===== src/serirq_defines.svh =====
// Offsets, field positions, reset values and frame timing counts of the serial interrupt controller.
`ifndef SERIRQ_DEFINES_SVH
`define SERIRQ_DEFINES_SVH

// ======================================================================
// Register offsets in the memory window and in configuration space
// ======================================================================
`define SIRQ_MW_MODE_OFS      8'h48
`define SIRQ_MW_TRIG_OFS      8'h4A
`define SIRQ_MW_STAT_OFS      8'h4C
`define SIRQ_CFG_MODE_OFS     8'hE0
`define SIRQ_CFG_TRIG_OFS     8'hE2
`define SIRQ_CFG_STAT_OFS     8'hE4

// ======================================================================
// Mode control field positions
// ======================================================================
`define SIRQ_DRIVE_BIT        0
`define SIRQ_POLL_BIT         1
`define SIRQ_WIDTH_LSB        2
`define SIRQ_WIDTH_MSB        3
`define SIRQ_MODE_BITS        4

// ======================================================================
// Reset values
// ======================================================================
`define SIRQ_MODE_RESET       4'h0
`define SIRQ_TRIG_RESET       16'h0000
`define SIRQ_STAT_RESET       16'h0000

// ======================================================================
// Start width codes and frame timing in clocks
// ======================================================================
`define SIRQ_WIDTH_CODE_4     2'h0
`define SIRQ_WIDTH_CODE_6     2'h1
`define SIRQ_WIDTH_CODE_8     2'h2
`define SIRQ_START_CLKS_4     4'h4
`define SIRQ_START_CLKS_6     4'h6
`define SIRQ_START_CLKS_8     4'h8
`define SIRQ_STOP_CLKS_QUIET  4'h2
`define SIRQ_STOP_CLKS_CONT   4'h3
`define SIRQ_SLOT_PHASES      2'h3
`define SIRQ_SAMPLE_PHASE     2'h2
`define SIRQ_LAST_SLOT        4'hF

`endif


===== src/serirq_pkg.sv =====
// Types shared by the serial interrupt controller files.
package serirq_pkg;

    // Frame sequencer states, Gray coded along the frame path.
    typedef enum logic [2:0] {
        ST_IDLE  = 3'h0,
        ST_START = 3'h1,
        ST_SREC  = 3'h3,
        ST_TURN  = 3'h2,
        ST_SLOT  = 3'h6,
        ST_STOP  = 3'h7,
        ST_PREC  = 3'h5,
        ST_PTURN = 3'h4
    } frame_state_e;

    typedef logic [1:0] start_code_t;

endpackage

===== src/serial_irq_ctrl.sv =====
// Serial interrupt controller registers with memory window and configuration space access.
//
// Contract
// - Start width code 00/01/10 gives 4/6/8 clocks; 11 is reserved.
// - Polling select 0 runs frames continuously, 1 runs quiet mode.
// - Recovery drive select 0 drives line high in recovery, 1 tri-states it.
// - Mode control bits 7:4 read zero and ignore writes.
// - One trigger-type bit per interrupt 0..15: 0 edge, 1 level.
// - A level interrupt seen on the stream sets its status bit.
// - Writing 1 to a status bit clears it and re-arms that interrupt.
// - Edge-mode interrupts never set a status bit.
// - Link, global and power-on reset clear all configuration bits to zero.
// - Memory window and configuration space copies share the same storage.
// - Status register reads all zeros after reset.
`timescale 1ns/1ps
`default_nettype none
`include "serirq_defines.svh"

module serial_irq_ctrl
    import serirq_pkg::*;
(
    input  wire logic        i_clk_sys,
    input  wire logic        i_arst_n,
    input  wire logic        i_link_reset,
    input  wire logic        i_global_reset,
    input  wire logic [7:0]  i_mw_addr,
    input  wire logic        i_mw_wr,
    input  wire logic        i_mw_rd,
    input  wire logic [1:0]  i_mw_be,
    input  wire logic [15:0] i_mw_wdata,
    output logic [15:0]      o_mw_rdata,
    input  wire logic [7:0]  i_cfg_addr,
    input  wire logic        i_cfg_wr,
    input  wire logic        i_cfg_rd,
    input  wire logic [1:0]  i_cfg_be,
    input  wire logic [15:0] i_cfg_wdata,
    output logic [15:0]      o_cfg_rdata,
    input  wire logic        i_serirq,
    output logic             o_serirq,
    output logic             o_serirq_oe,
    output logic [15:0]      o_irq_request
);

    // ======================================================================
    // Declarations
    // ======================================================================
    logic        rst_meta_q;
    logic        rst_n_q;
    logic [1:0]  lrst_sync_q;
    logic [1:0]  global_reset_sync_q;
    logic [1:0]  line_sync_q;
    logic        soft_clear;

    logic [3:0]  mode_q;
    logic [3:0]  mode_d;
    logic [15:0] trig_q;
    logic [15:0] trig_d;
    logic [15:0] stat_q;
    logic [15:0] stat_d;

    logic        mw_mode_hit;
    logic        mw_trig_hit;
    logic        mw_stat_hit;
    logic        cfg_mode_hit;
    logic        cfg_trig_hit;
    logic        cfg_stat_hit;

    logic [15:0] mw_wmask;
    logic [15:0] cfg_wmask;
    logic [15:0] mw_wbits;
    logic [15:0] cfg_wbits;
    logic [15:0] stat_clear;
    logic [15:0] stat_set;
    logic [15:0] mw_rword;
    logic [15:0] cfg_rword;
    logic [15:0] mode_word;

    logic        slot_valid;
    logic [3:0]  slot_index;
    logic        slot_low;

    // ======================================================================
    // Reset release and input synchronisers
    // ======================================================================
    // The external reset is released through two flip-flops so that every
    // register leaves reset on the same clean edge.
    always_ff @(posedge i_clk_sys or negedge i_arst_n) begin
        if (!i_arst_n) begin
            rst_meta_q <= 1'b0;
            rst_n_q    <= 1'b0;
        end else begin
            rst_meta_q <= 1'b1;
            rst_n_q    <= rst_meta_q;
        end
    end

    // Link reset, global reset and the shared line arrive from pins, so each
    // passes two flip-flops before any logic reads it.
    always_ff @(posedge i_clk_sys or negedge rst_n_q) begin
        if (!rst_n_q) begin
            lrst_sync_q <= 2'h0;
            global_reset_sync_q <= 2'h0;
            line_sync_q <= 2'h3;
        end else begin
            lrst_sync_q <= {lrst_sync_q[0], i_link_reset};
            global_reset_sync_q <= {global_reset_sync_q[0], i_global_reset};
            line_sync_q <= {line_sync_q[0], i_serirq};
        end
    end

    // Either synchronous reset source wipes configuration and status.
    assign soft_clear = lrst_sync_q[1] | global_reset_sync_q[1];

    // ======================================================================
    // Address decode for both access paths
    // ======================================================================
    // Both paths decode onto one set of registers; bit 0 of the address is
    // ignored because every register is a halfword.
    assign mw_mode_hit  = (i_mw_addr[7:1] == 7'(`SIRQ_MW_MODE_OFS >> 1));
    assign mw_trig_hit  = (i_mw_addr[7:1] == 7'(`SIRQ_MW_TRIG_OFS >> 1));
    assign mw_stat_hit  = (i_mw_addr[7:1] == 7'(`SIRQ_MW_STAT_OFS >> 1));
    assign cfg_mode_hit = (i_cfg_addr[7:1] == 7'(`SIRQ_CFG_MODE_OFS >> 1));
    assign cfg_trig_hit = (i_cfg_addr[7:1] == 7'(`SIRQ_CFG_TRIG_OFS >> 1));
    assign cfg_stat_hit = (i_cfg_addr[7:1] == 7'(`SIRQ_CFG_STAT_OFS >> 1));

    // Byte enables expand to a bit mask for each path.
    assign mw_wmask  = {{8{i_mw_be[1]}}, {8{i_mw_be[0]}}};
    assign cfg_wmask = {{8{i_cfg_be[1]}}, {8{i_cfg_be[0]}}};
    assign mw_wbits  = i_mw_wdata & mw_wmask;
    assign cfg_wbits = i_cfg_wdata & cfg_wmask;

    // ======================================================================
    // Configuration register next values
    // ======================================================================
    // A configuration write lands first and a memory window write on the
    // same cycle overrides it, so simultaneous writes resolve predictably.
    always_comb begin
        mode_d = mode_q;
        trig_d = trig_q;
        if (i_cfg_wr && cfg_mode_hit && i_cfg_be[0]) begin
            mode_d = i_cfg_wdata[`SIRQ_MODE_BITS-1:0];
        end
        if (i_mw_wr && mw_mode_hit && i_mw_be[0]) begin
            mode_d = i_mw_wdata[`SIRQ_MODE_BITS-1:0];
        end
        if (i_cfg_wr && cfg_trig_hit) begin
            trig_d = (trig_d & ~cfg_wmask) | cfg_wbits;
        end
        if (i_mw_wr && mw_trig_hit) begin
            trig_d = (trig_d & ~mw_wmask) | mw_wbits;
        end
    end

    // ======================================================================
    // Status bits, one generate slice per interrupt
    // ======================================================================
    // A write of 1 from either path clears the bit.
    assign stat_clear = ({16{i_mw_wr && mw_stat_hit}} & mw_wbits) |
                        ({16{i_cfg_wr && cfg_stat_hit}} & cfg_wbits);

    genvar n;
    generate
        for (n = 0; n < 16; n = n + 1) begin : g_status
            // Only level-mode interrupts are reported; edge mode never sets.
            assign stat_set[n] = slot_valid && slot_low && trig_q[n] &&
                                 (slot_index == 4'(n));
            // A slot sample arriving with the clear keeps the bit set, so a
            // re-assertion during software's write-back is never lost.
            assign stat_d[n]   = stat_set[n] | (stat_q[n] & ~stat_clear[n]);
        end
    endgenerate

    // ======================================================================
    // Register storage
    // ======================================================================
    always_ff @(posedge i_clk_sys or negedge rst_n_q) begin
        if (!rst_n_q) begin
            mode_q <= `SIRQ_MODE_RESET;
            trig_q <= `SIRQ_TRIG_RESET;
            stat_q <= `SIRQ_STAT_RESET;
        end else if (soft_clear) begin
            mode_q <= `SIRQ_MODE_RESET;
            trig_q <= `SIRQ_TRIG_RESET;
            stat_q <= `SIRQ_STAT_RESET;
        end else begin
            mode_q <= mode_d;
            trig_q <= trig_d;
            stat_q <= stat_d;
        end
    end

    // ======================================================================
    // Read data selection
    // ======================================================================
    // The upper nibble of mode control and the unused high byte are zero.
    assign mode_word = {12'h000, mode_q};

    assign mw_rword  = mw_mode_hit  ? mode_word :
                       mw_trig_hit  ? trig_q    :
                       mw_stat_hit  ? stat_q    : 16'h0000;
    assign cfg_rword = cfg_mode_hit ? mode_word :
                       cfg_trig_hit ? trig_q    :
                       cfg_stat_hit ? stat_q    : 16'h0000;

    // Read data is registered and held until the next read on that path.
    // Disabled byte lanes return zero so a byte read cannot see its neighbour.
    always_ff @(posedge i_clk_sys or negedge rst_n_q) begin
        if (!rst_n_q) begin
            o_mw_rdata  <= 16'h0000;
            o_cfg_rdata <= 16'h0000;
        end else begin
            if (i_mw_rd) begin
                o_mw_rdata <= mw_rword & mw_wmask;
            end
            if (i_cfg_rd) begin
                o_cfg_rdata <= cfg_rword & cfg_wmask;
            end
        end
    end

    // ======================================================================
    // Frame sequencer
    // ======================================================================
    // The sequencer reads mode control live; a change mid-frame takes effect
    // at the next start or stop decision, which keeps it free of extra copies.
    serirq_frame u_frame (
        .i_clk_sys          (i_clk_sys),
        .i_rst_n            (rst_n_q),
        .i_line             (line_sync_q[1]),
        .i_start_code       (mode_q[`SIRQ_WIDTH_MSB:`SIRQ_WIDTH_LSB]),
        .i_quiet            (mode_q[`SIRQ_POLL_BIT]),
        .i_recover_tristate (mode_q[`SIRQ_DRIVE_BIT]),
        .o_line             (o_serirq),
        .o_line_oe          (o_serirq_oe),
        .o_slot_valid       (slot_valid),
        .o_slot_index       (slot_index),
        .o_slot_low         (slot_low)
    );

    // ======================================================================
    // Per-interrupt request outputs
    // ======================================================================
    // Each request follows the last sample of its slot, active high, for
    // both edge and level interrupts; the downstream controller decides.
    always_ff @(posedge i_clk_sys or negedge rst_n_q) begin
        if (!rst_n_q) begin
            o_irq_request <= 16'h0000;
        end else if (slot_valid) begin
            o_irq_request[slot_index] <= slot_low;
        end
    end

endmodule // serial_irq_ctrl
`default_nettype wire


===== src/serirq_frame.sv =====
// Frame sequencer that drives start and stop frames and samples the sixteen interrupt slots.
`timescale 1ns/1ps
`default_nettype none
`include "serirq_defines.svh"

module serirq_frame
    import serirq_pkg::*;
(
    input  wire logic        i_clk_sys,
    input  wire logic        i_rst_n,
    input  wire logic        i_line,
    input  wire start_code_t i_start_code,
    input  wire logic        i_quiet,
    input  wire logic        i_recover_tristate,
    output logic             o_line,
    output logic             o_line_oe,
    output logic             o_slot_valid,
    output logic [3:0]       o_slot_index,
    output logic             o_slot_low
);

    frame_state_e state_q;
    frame_state_e state_d;
    logic [3:0]   cnt_q;
    logic [3:0]   cnt_d;
    logic [3:0]   slot_q;
    logic [3:0]   slot_d;
    logic [3:0]   start_len;
    logic [3:0]   stop_len;
    logic         sample_now;

    // ======================================================================
    // Frame lengths
    // ======================================================================
    // The reserved width code falls back to the shortest start frame.
    assign start_len  = (i_start_code == `SIRQ_WIDTH_CODE_6) ? `SIRQ_START_CLKS_6 :
                        (i_start_code == `SIRQ_WIDTH_CODE_8) ? `SIRQ_START_CLKS_8 :
                        `SIRQ_START_CLKS_4;
    assign stop_len   = i_quiet ? `SIRQ_STOP_CLKS_QUIET : `SIRQ_STOP_CLKS_CONT;
    // The line input is two clocks late, so phase two still sees the line as it was in phase zero.
    assign sample_now = (state_q == ST_SLOT) && (cnt_q[1:0] == `SIRQ_SAMPLE_PHASE);

    // ======================================================================
    // Next-state logic
    // ======================================================================
    always_comb begin
        state_d = state_q;
        cnt_d   = cnt_q + 4'h1;
        slot_d  = slot_q;
        case (state_q)
            ST_IDLE: begin
                cnt_d = 4'h0;
                // Quiet mode waits for a peripheral to pull the line low.
                if (!i_quiet || !i_line) begin
                    state_d = ST_START;
                end
            end
            // Lengths are compared with >= so a live mode change cannot overrun the count.
            ST_START: begin
                if (cnt_q >= start_len - 4'h1) begin
                    state_d = ST_SREC;
                end
            end
            ST_SREC: begin
                state_d = ST_TURN;
            end
            ST_TURN: begin
                state_d = ST_SLOT;
                cnt_d   = 4'h0;
                slot_d  = 4'h0;
            end
            ST_SLOT: begin
                if (cnt_q[1:0] == `SIRQ_SLOT_PHASES - 2'h1) begin
                    cnt_d  = 4'h0;
                    slot_d = slot_q + 4'h1;
                    if (slot_q == `SIRQ_LAST_SLOT) begin
                        state_d = ST_STOP;
                    end
                end
            end
            ST_STOP: begin
                if (cnt_q >= stop_len - 4'h1) begin
                    state_d = ST_PREC;
                end
            end
            ST_PREC: begin
                state_d = ST_PTURN;
            end
            ST_PTURN: begin
                state_d = ST_IDLE;
            end
            default: begin
                state_d = ST_IDLE;
            end
        endcase
        if (state_d != state_q && state_q != ST_SLOT) begin
            cnt_d = 4'h0;
        end
    end

    // ======================================================================
    // State, pin drive and slot report registers
    // ======================================================================
    always_ff @(posedge i_clk_sys or negedge i_rst_n) begin
        if (!i_rst_n) begin
            state_q      <= ST_IDLE;
            cnt_q        <= 4'h0;
            slot_q       <= 4'h0;
            o_line       <= 1'b1;
            o_line_oe    <= 1'b0;
            o_slot_valid <= 1'b0;
            o_slot_index <= 4'h0;
            o_slot_low   <= 1'b0;
        end else begin
            state_q      <= state_d;
            cnt_q        <= cnt_d;
            slot_q       <= slot_d;
            o_line       <= !(state_d == ST_START || state_d == ST_STOP);
            o_line_oe    <= (state_d == ST_START) || (state_d == ST_STOP) ||
                            (((state_d == ST_SREC) || (state_d == ST_PREC)) && !i_recover_tristate);
            o_slot_valid <= sample_now;
            o_slot_index <= slot_q;
            o_slot_low   <= !i_line;
        end
    end

endmodule // serirq_frame
`default_nettype wire


===== config.mk =====
export PLATFORM = sky130hd
export DESIGN_NAME = serial_irq_ctrl
export DESIGN_NICKNAME = d
export VERILOG_FILES = /design/src/serirq_pkg.sv /design/src/serial_irq_ctrl.sv /design/src/serirq_frame.sv
export VERILOG_INCLUDE_DIRS = /design/src
export SDC_FILE = /design/constraint.sdc
export NUM_CORES = 1
export LEC_CHECK = 0
export BUFFER_PORTS_ARGS = -buffer_cell sky130_fd_sc_hd__buf_2
export CAP_MARGIN = 20
export CELL_PAD_IN_SITES_DETAIL_PLACEMENT = 1
export CELL_PAD_IN_SITES_GLOBAL_PLACEMENT = 2
export CORE_MARGIN = 2
export CORE_UTILIZATION = 34
export CTS_CLUSTER_SIZE = 10
export DETAILED_ROUTE_END_ITERATION = 10
export PLACE_DENSITY = 0.81
export REMOVE_ABC_BUFFERS = 1
export SLEW_MARGIN = 20
export SYNTH_ARGS = -nofsm -noshare
export SYNTH_HDL_FRONTEND = slang
export SYNTH_SLANG_ARGS = --single-unit

===== constraint.sdc =====
create_clock -name i_clk_sys -period 4 [get_ports i_clk_sys]
set_input_delay 0.2 -clock i_clk_sys [delete_from_list [all_inputs] [get_ports i_clk_sys]]
set_output_delay 0.2 -clock i_clk_sys [all_outputs]
set_load 0.005 [all_outputs]

==> flow_summary.json, run 1 <==
{
  "drv_cap": 0,
  "critPathLaunchType": "register",
  "ir_drop_mv": 0.216,
  "dp_hpwl_mm": 12.5,
  "diodes": 0,
  "total_power_mw": 2.69,
  "clkTransAtPathRegs_ns": 0.07,
  "met2WireLength_mm": 8.90,
  "synth-seq-cells": 111,
  "ios": 111,
  "hold_path_class": "input port to asynchronous set/reset pin",
  "relSlewSlack": 0.257,
  "setup_slack_ns": 1.59,
  "design_area_sq_um": 6690,
  "arrival_ns": 2.67,
  "async_flop_share": 1.00,
  "pre_cts_slack_ns": 1.61,
  "tritoncts": "built",
  "finalSetupViolCount": 0,
  "criticalPathCategory": "register to register",
  "slew_viol_final": 0,
  "ys.flop_type": "dfrtp_1",
  "track_usage": 0.210,
  "fin_worst_skew_ns": 0.0114,
  "min_period_ns": 2.41,
  "drt_first_iter_violations": 357,
  "grt_max_degree": 75,
  "vias": 4866,
  "power_density_nw_per_um2": 402,
  "pwr-share-clk": 0.335,
  "whs_ns": 0.136,
  "wl_met3_microns": 853,
  "fp.coreArea_sq_um": 16000,
  "worst-path-max-fanout": 6,
  "switching_share": 0.319,
  "dieWidth_microns": 132,
  "fmax_mhz": 415,
  "yosysSeqAreaShare": 0.496,
  "power_frac_comb": 0.174,
  "htreeDepth": 3,
  "clkSinkCount": 111,
  "syn2layout_area_growth_pct": 19.4,
  "portBuffers": 108,
  "drive_above_1_share": 0.245,
  "fillers": 1853,
  "seq_area_sq_um": 2790,
  "numCtsBuffers": 9,
  "grt_pass1_wl_mm": 28.8,
  "fin_crit_sh": 0.603,
  "worstMarginPinSlew_ns": 1.11,
  "rsz0062_at_grt": "false",
  "antenna_left": 0,
  "drc": 0,
  "p_leak_nw": 2.89,
  "syn_area_sq_um": 5600,
  "wl_met1_mm": 7.73,
  "fin_nets": 738,
  "via_per_inst": 5.50,
  "synth_cell_types": 50,
  "reg2reg_depth": 6,
  "end_kind": "register",
  "die_area_sq_um": 17500,
  "yosysWarnings": 0,
  "grt.overflow.total": 0,
  "synthCells": 574,
  "run_status": "complete, no violations",
  "avgSynthCellArea_sq_um": 9.76,
  "hold_viol": 0,
  "multiInputGateArea_sq_um": 2530,
  "fin_tns_setup_ns": 0,
  "p_int_mw": 1.83,
  "p_seq_frac": 0.491,
  "start_util": 0.350,
  "routabilityCongestion": 0.859,
  "cts_root_buffer": "clkbuf_16",
  "num_rows": 46,
  "wirelength_mm": 17.9,
  "die_y_microns": 132,
  "cts.path.max_buffers": 2,
  "dpl_cell_area_sq_um": 6360,
  "synth_edf_count": 0,
  "antenna_found_initial": 0,
  "post_cts_resized": 0,
  "first_pass_iters": 5,
  "wl_per_cell_microns": 20.2,
  "highest_layer": "met4",
  "worstSkewPairLatency_ns": 0.37,
  "p_sw_mw": 0.857,
  "cp_data_required_time_ns": 4.25,
  "first_global_vias": 5373
}
-- cells in the mapped netlist, drive strengths merged, types with 2 or more instances --
| cell | count | area share |
|---|---|---|
| nand2b | 4 | 0.0045 |
| nor2 | 19 | 0.013 |
| xnor2 | 2 | 0.0031 |
| nand4 | 40 | 0.045 |
| a21o | 2 | 0.0027 |
| nor4bb | 2 | 0.0036 |
| nor4 | 3 | 0.0060 |
| nand2 | 28 | 0.019 |
| and2 | 4 | 0.0045 |
| inv | 40 | 0.027 |
| a22oi | 25 | 0.033 |
| clkbuf | 38 | 0.025 |
| o221ai | 3 | 0.0047 |
| a21oi | 48 | 0.043 |
| buf | 6 | 0.0049 |
| nor3 | 7 | 0.0063 |
| dfstp | 3 | 0.014 |
| ha | 13 | 0.029 |
| a22o | 4 | 0.0063 |
| o22ai | 27 | 0.030 |
| dfrtp | 108 | 0.48 |
| nor2b | 12 | 0.013 |
| mux2i | 25 | 0.045 |
| mux2 | 20 | 0.040 |
| nand3 | 36 | 0.032 |
| nand3b | 2 | 0.0027 |
| o21ai | 28 | 0.025 |
| nor3b | 6 | 0.0080 |
-- per-layer routing --
metal	vias up	track usage
met2	142	0.363
met3	21	0.0304
li1	2269	-
met1	2434	0.264
met5	-	0
met4	0	0.0818
-- registers in the layout, indices dropped and copies added, names as in the netlist --
signal and count:
trig_q 16, o_cfg_rdata 16, global_reset_sync_q 2, line_sync_q 2
u_frame.state_q 3, u_frame.o_line 1, mode_q 4, o_mw_rdata 16
u_frame.o_slot_index 4, u_frame.slot_q 4, o_irq_request 16, rst_meta_q 1
rst_n_q 1, lrst_sync_q 2, stat_q 16, u_frame.o_line_oe 1
u_frame.cnt_q 4, u_frame.o_slot_valid 1, u_frame.o_slot_low 1
-- power groups by stage --
| stage | sequential [mW] | clock (mW) | combinational (mW) |
|---|---|---|---|
| 2_1_floorplan | 1.31 | 0 | 0.259 |
| 3_3_place_gp | 1.34 | 0 | 0.451 |
| 3_5_place_dp | 1.34 | 0 | 0.468 |
| 4_1_cts | 1.32 | 0.921 | 0.473 |
| 5_1_grt | 1.34 | 0.963 | 0.515 |
| 6_report | 1.32 | 0.901 | 0.468 |
-- through the flow --
step	util	cells
6_report	0.418	885
3_3_place_gp	0.397	865
3_5_place_dp	0.397	865
5_1_grt	0.418	885
4_1_cts	0.418	885
2_1_floorplan	-	530
-- logic make-up (layout without fill, tap and decap cells) --
| kind of cell | count (synthesis) | in the layout | synth area share |
|---|---|---|---|
| AO/OA/AOI/OAI | 145 | 145 | 0.157 |
| XOR/XNOR | 3 | 3 | 0.00469 |
| adder cells (fa/ha/maj) | 13 | 13 | 0.0290 |
| buffers and inverters | 84 | 179 | 0.0572 |
| flip-flops | 111 | 111 | 0.496 |
| multiplexers | 45 | 45 | 0.0848 |
| other | 1 | 1 | 0.000669 |
| AND/OR/NAND/NOR | 172 | 172 | 0.170 |
-- placed cells by master (no fill, tap or decap), types with 13 or more instances in the layout --
cell	n
a22oi_1	25
buf_2	108
inv_1	40
ha_1	13
dfrtp_1	107
nor2_1	19
o21ai_0	28
nand4_1	40
nand3_1	36
nand2_1	28
a21oi_1	48
mux2i_1	25
mux2_2	20
o22ai_1	27
-- layout make-up --
class / instances / area share
inverter: 40 / 0.0224
clock inverter: 5 / 0.00580
multi-input combinational: 379 / 0.378
clock buffer: 11 / 0.0378
timing repair buffer: 123 / 0.0991
tap: 216 / 0.0404
sequential: 111 / 0.416
-- final timing paths --
kind | endpoint | slack (ns) | start
max in group asynchronous | stat_q[6] | 2.40 | rst_n_q
min | rst_n_q | 0.14 | i_arst_n
max reg2reg | u_frame.cnt_q[2] | 1.59 | u_frame.cnt_q[0]
max | u_frame.cnt_q[2] | 1.59 | u_frame.cnt_q[0]
min reg2reg | global_reset_sync_q[1] | 0.35 | global_reset_sync_q[0]
min in group i_clk_sys | trig_q[6] | 0.16 | i_mw_wdata[6]
-- critical path: stages (launching register included) --
cell and delay (ns):
dfrtp_1 0.46, inv_1 0.12, ha_1 0.30, nand2b_1 0.13
a2111oi_0 0.69, o22ai_1 0.29, nor4_1 0.33
-- what timing repair did --
action,in CTS,in global routing
endpoints found under the hold margin,5,0
setup buffers,0,0
hold buffers,4,0
No activity file was read; power rests on OpenSTA's default activity.
==> run 2, diff against run 1 <==
- CORE_UTILIZATION: 34 -> 31
- PLACE_DENSITY: 0.81 -> 0.78
- clock period: 4 -> 2 ns (I/O delays scaled with it)
==> flow_summary.json, run 2 (synthesized netlist as in run 1, its figures left out) <==
{
  "hold_path_class": "input port to asynchronous set/reset pin",
  "grt_pass1_wl_mm": 29.2,
  "antenna_left": 0,
  "dpl_cell_area_sq_um": 6620,
  "vias": 5056,
  "via_per_inst": 5.45,
  "first_global_vias": 5457,
  "fin_worst_skew_ns": 0.00841,
  "fmax_mhz": 498,
  "min_period_ns": 2.01,
  "fin_crit_sh": 1.00,
  "cts.path.max_buffers": 2,
  "wl_per_cell_microns": 19.7,
  "layout_commonest_cell": "buf_2",
  "finalSetupViolCount": 1,
  "drv_cap": 0,
  "dieWidth_microns": 138,
  "worst-path-max-fanout": 3,
  "tritoncts": "built",
  "drt_first_iter_violations": 167,
  "die_area_sq_um": 19200,
  "ir_drop_mv": 0.415,
  "worstSkewPairLatency_ns": 0.36,
  "rsz0062_at_grt": "true",
  "drive_above_1_share": 0.291,
  "syn2layout_area_growth_pct": 25.0,
  "relSlewSlack": 0.301,
  "cts_root_buffer": "clkbuf_16",
  "die_y_microns": 138,
  "grt.overflow.total": 0,
  "pre_cts_slack_ns": -0.133,
  "setup_slack_ns": -0.00671,
  "fp.coreArea_sq_um": 17800,
  "track_usage": 0.191,
  "layout_common_cells": "buf_2 (108), dfrtp_1 (107), a21oi_1 (47)",
  "clkTransAtPathRegs_ns": 0.07,
  "diodes": 0,
  "max_stage_delay_ns": 0.41,
  "finish.utilization": 0.393,
  "critPathLaunchType": "register",
  "numCtsBuffers": 9,
  "power_density_nw_per_um2": 785,
  "htreeDepth": 3,
  "fin_nets": 768,
  "total_power_mw": 5.50,
  "crit_slowest_cell": "dfrtp_1",
  "p_leak_nw": 3.06,
  "ios": 111,
  "cp_data_required_time_ns": 2.24,
  "portBuffers": 108,
  "grt_max_degree": 110,
  "hold_viol": 0,
  "crit_chain": "ha_2 -> xnor2_1 -> ha_1 -> nand2_1 -> or3_1 -> a32o_2 -> o21a_1",
  "antenna_found_initial": 0,
  "fillers": 2036,
  "design_area_sq_um": 7010,
  "run_status": "finished with violations",
  "dp_hpwl_mm": 13.1,
  "clkSinkCount": 111,
  "worstMarginPinSlew_ns": 1.05,
  "arrival_ns": 2.25,
  "drc": 0,
  "slew_viol_final": 0,
  "violations": "negative setup slack",
  "end_kind": "register",
  "criticalPathCategory": "register to register",
  "num_rows": 49,
  "start_util": 0.314,
  "first_pass_iters": 4,
  "routabilityCongestion": 0.788,
  "wirelength_mm": 18.3
}
[run 2: worst paths after layout]
check                               startpoint           endpoint  slack (ns)  depth (start not counted)
worst min-delay path                  i_arst_n            rst_n_q        0.06                          2
max in group asynchronous              rst_n_q          trig_q[9]        1.14                          1
worst max register to register       mode_q[3]  u_frame.o_line_oe      -0.007                          7
worst max-delay path                 mode_q[3]  u_frame.o_line_oe      -0.007                          7
worst min register to register  lrst_sync_q[0]     lrst_sync_q[1]        0.36                          0
min in group i_clk_sys          i_mw_wdata[11]         trig_q[11]        0.06                          3
[run 2: layout make-up]
class / count / area, sq um / share of cell area
Tap cell: 229 / 287 / 0.0409
Sequential cell: 111 / 2790 / 0.397
Multi-Input combinational cell: 379 / 2590 / 0.369
Clock buffer: 11 / 243 / 0.0346
Clock inverter: 4 / 30.0 / 0.00429
Timing Repair Buffer: 153 / 926 / 0.132
Inverter: 40 / 150 / 0.0214
[run 2: worst max-delay path: cells and delay by family (launching register included)]
family	cells	cell delay, ns
simple gates	2	0.38
fa+ha+maj	2	0.50
flops	1	0.41
compound gates	2	0.47
xor+xnor	1	0.14
[run 2: repair_timing]
action	4_1_cts	5_1_grt
buffers inserted	2	0
hold buffers	4	0
endpoints found under the hold margin	5	0
pin swaps	6	2
gates resized for setup	6	8
setup endpoints to repair	6	6
[run 2: metrics by stage]
stage                TNS, ns  std cells  hold slack, ns
detailed placement    -0.200        906          -0.112
floorplan            -168.84        530          -0.196
CTS                  -0.0240        927          0.0373
global placement           0        906          -0.115
global route          -0.300        927          0.0588
finish              -0.00671        927          0.0582
[run 2: power breakdown]
part	switching, mW	internal (mW)
clock network	0.858	0.882
logic	0.693	0.471
registers	0.199	2.39
[run 2: routing by layer]
| metal | up-vias | track usage | wire (microns) |
|---|---|---|---|
| met1 | 2541 | 0.244 | 7920 |
| met2 | 157 | 0.327 | 9060 |
| met5 | - | 0 | 0 |
| li1 | 2326 | - | - |
| met4 | 0 | 0.0736 | 489 |
| met3 | 32 | 0.0312 | 823 |
==> run 3, diff against run 2 <==
- SETUP_SLACK_MARGIN: default -> 0.15
==> flow_summary.json, run 3 (synthesized netlist as in run 1, its figures left out) <==
{
  "routabilityCongestion": 0.788,
  "antenna_found_initial": 0,
  "via_per_inst": 5.43,
  "run_status": "finished with violations",
  "dpl_cell_area_sq_um": 6620,
  "ios": 111,
  "dp_cells": 906,
  "finalSetupViolCount": 1,
  "fin_crit_sh": 1.00,
  "hold_viol": 0,
  "num_rows": 49,
  "fillers": 2036,
  "arrival_ns": 2.25,
  "cp_top_family": "adder cells",
  "grt_max_degree": 110,
  "fin_nets": 768,
  "total_power_mw": 5.48,
  "antenna_left": 0,
  "worst-path-max-fanout": 3,
  "min_period_ns": 2.01,
  "cts_root_buffer": "clkbuf_16",
  "multiInputGateArea_sq_um": 2580,
  "setup_slack_ns": -0.00685,
  "critPathLaunchType": "register",
  "cp_num_buf_inv": 0,
  "htreeDepth": 3,
  "violations": "negative setup slack",
  "first_global_vias": 5455,
  "tritoncts": "built",
  "crit_chain": "ha_2 -> xnor2_1 -> ha_1 -> nand2_1 -> or3_1 -> a32o_2 -> o21a_1",
  "clkSinkCount": 111,
  "power_density_nw_per_um2": 783,
  "die_area_sq_um": 19200,
  "dp_hpwl_mm": 13.1,
  "rsz0062_at_grt": "true",
  "criticalPathCategory": "register to register",
  "hold_path_class": "input port to asynchronous set/reset pin",
  "max_stage_delay_ns": 0.41,
  "worstSkewPairLatency_ns": 0.36,
  "track_usage": 0.191,
  "end_kind": "register",
  "syn2layout_area_growth_pct": 24.8,
  "clkTransAtPathRegs_ns": 0.07,
  "crit_slowest_cell": "dfrtp_1",
  "ir_drop_mv": 0.418,
  "layout_common_cells": "buf_2 (108), dfrtp_1 (107), a21oi_1 (47)",
  "start_util": 0.314,
  "worstMarginPinSlew_ns": 1.09,
  "p_leak_nw": 3.06,
  "wl_per_cell_microns": 19.7,
  "vias": 5031,
  "drive_above_1_share": 0.288,
  "fin_worst_skew_ns": 0.0150,
  "cp_data_required_time_ns": 2.24,
  "diodes": 0,
  "relSlewSlack": 0.269,
  "dieWidth_microns": 138,
  "drt_first_iter_violations": 176,
  "seq_area_sq_um": 2790,
  "layout_commonest_cell": "buf_2",
  "fp.coreArea_sq_um": 17800,
  "design_area_sq_um": 7000,
  "cts.path.max_buffers": 2,
  "numCtsBuffers": 9,
  "wirelength_mm": 18.3,
  "first_pass_iters": 5,
  "drv_cap": 0,
  "drc": 0,
  "portBuffers": 108,
  "slew_viol_final": 0,
  "final_cells": 927,
  "fmax_mhz": 498,
  "die_y_microns": 138,
  "grt.overflow.total": 0,
  "grt_pass1_wl_mm": 29.2
}
-- run 3: cell counts in the layout (fill, tap and decap cells not counted) --
No cell type changed its count.
-- run 3: area by class of cell --
cell class	instances	share of cell area
Clock inverter	4	0.00429
Inverter	40	0.0215
Sequential cell	111	0.398
Timing Repair Buffer	153	0.132
Tap cell	229	0.0410
Multi-Input combinational cell	379	0.368
Clock buffer	11	0.0347
-- run 3: final timing paths --
path,start,slack (ns),cells after the start,endpoint
max,mode_q[3],-0.007,7,u_frame.o_line_oe
min,i_arst_n,0.06,2,rst_n_q
max reg2reg,mode_q[3],-0.007,7,u_frame.o_line_oe
min reg2reg,lrst_sync_q[0],0.36,0,lrst_sync_q[1]
max in group asynchronous,rst_n_q,1.14,1,o_irq_request[8]
min in group i_clk_sys,i_mw_wdata[11],0.06,3,trig_q[11]
-- run 3: timing repair --
action                                 in CTS  in global routing
setup buffers                               2                  0
pin swaps                                   5                  2
setup endpoints to repair                   7                  7
hold buffers                                4                  0
resized for setup                           6                  6
endpoints found under the hold margin       5                  0
-- run 3: through the flow --
stage           util  hold slack (ns)  setup TNS, ns  worst slack, ns
2_1_floorplan      -           -0.196        -168.84            -1.32
3_3_place_gp   0.371           -0.115              0           0.0277
3_5_place_dp   0.371           -0.112         -0.200           -0.133
4_1_cts        0.391           0.0373        -0.0427          -0.0240
5_1_grt        0.392           0.0588         -0.343           -0.114
6_report       0.392           0.0569       -0.00685         -0.00685
-- run 3: metal layers --
layer	track usage	part of all wire
met1	0.244	0.43
met2	0.327	0.50
met3	0.0312	0.052
met4	0.0736	0.021
met5	0	0
-- run 3: where the power goes --
part,switching (mW),internal [mW]
combinational,0.680,0.465
clock,0.858,0.882
sequential,0.199,2.39
total,1.74,3.74
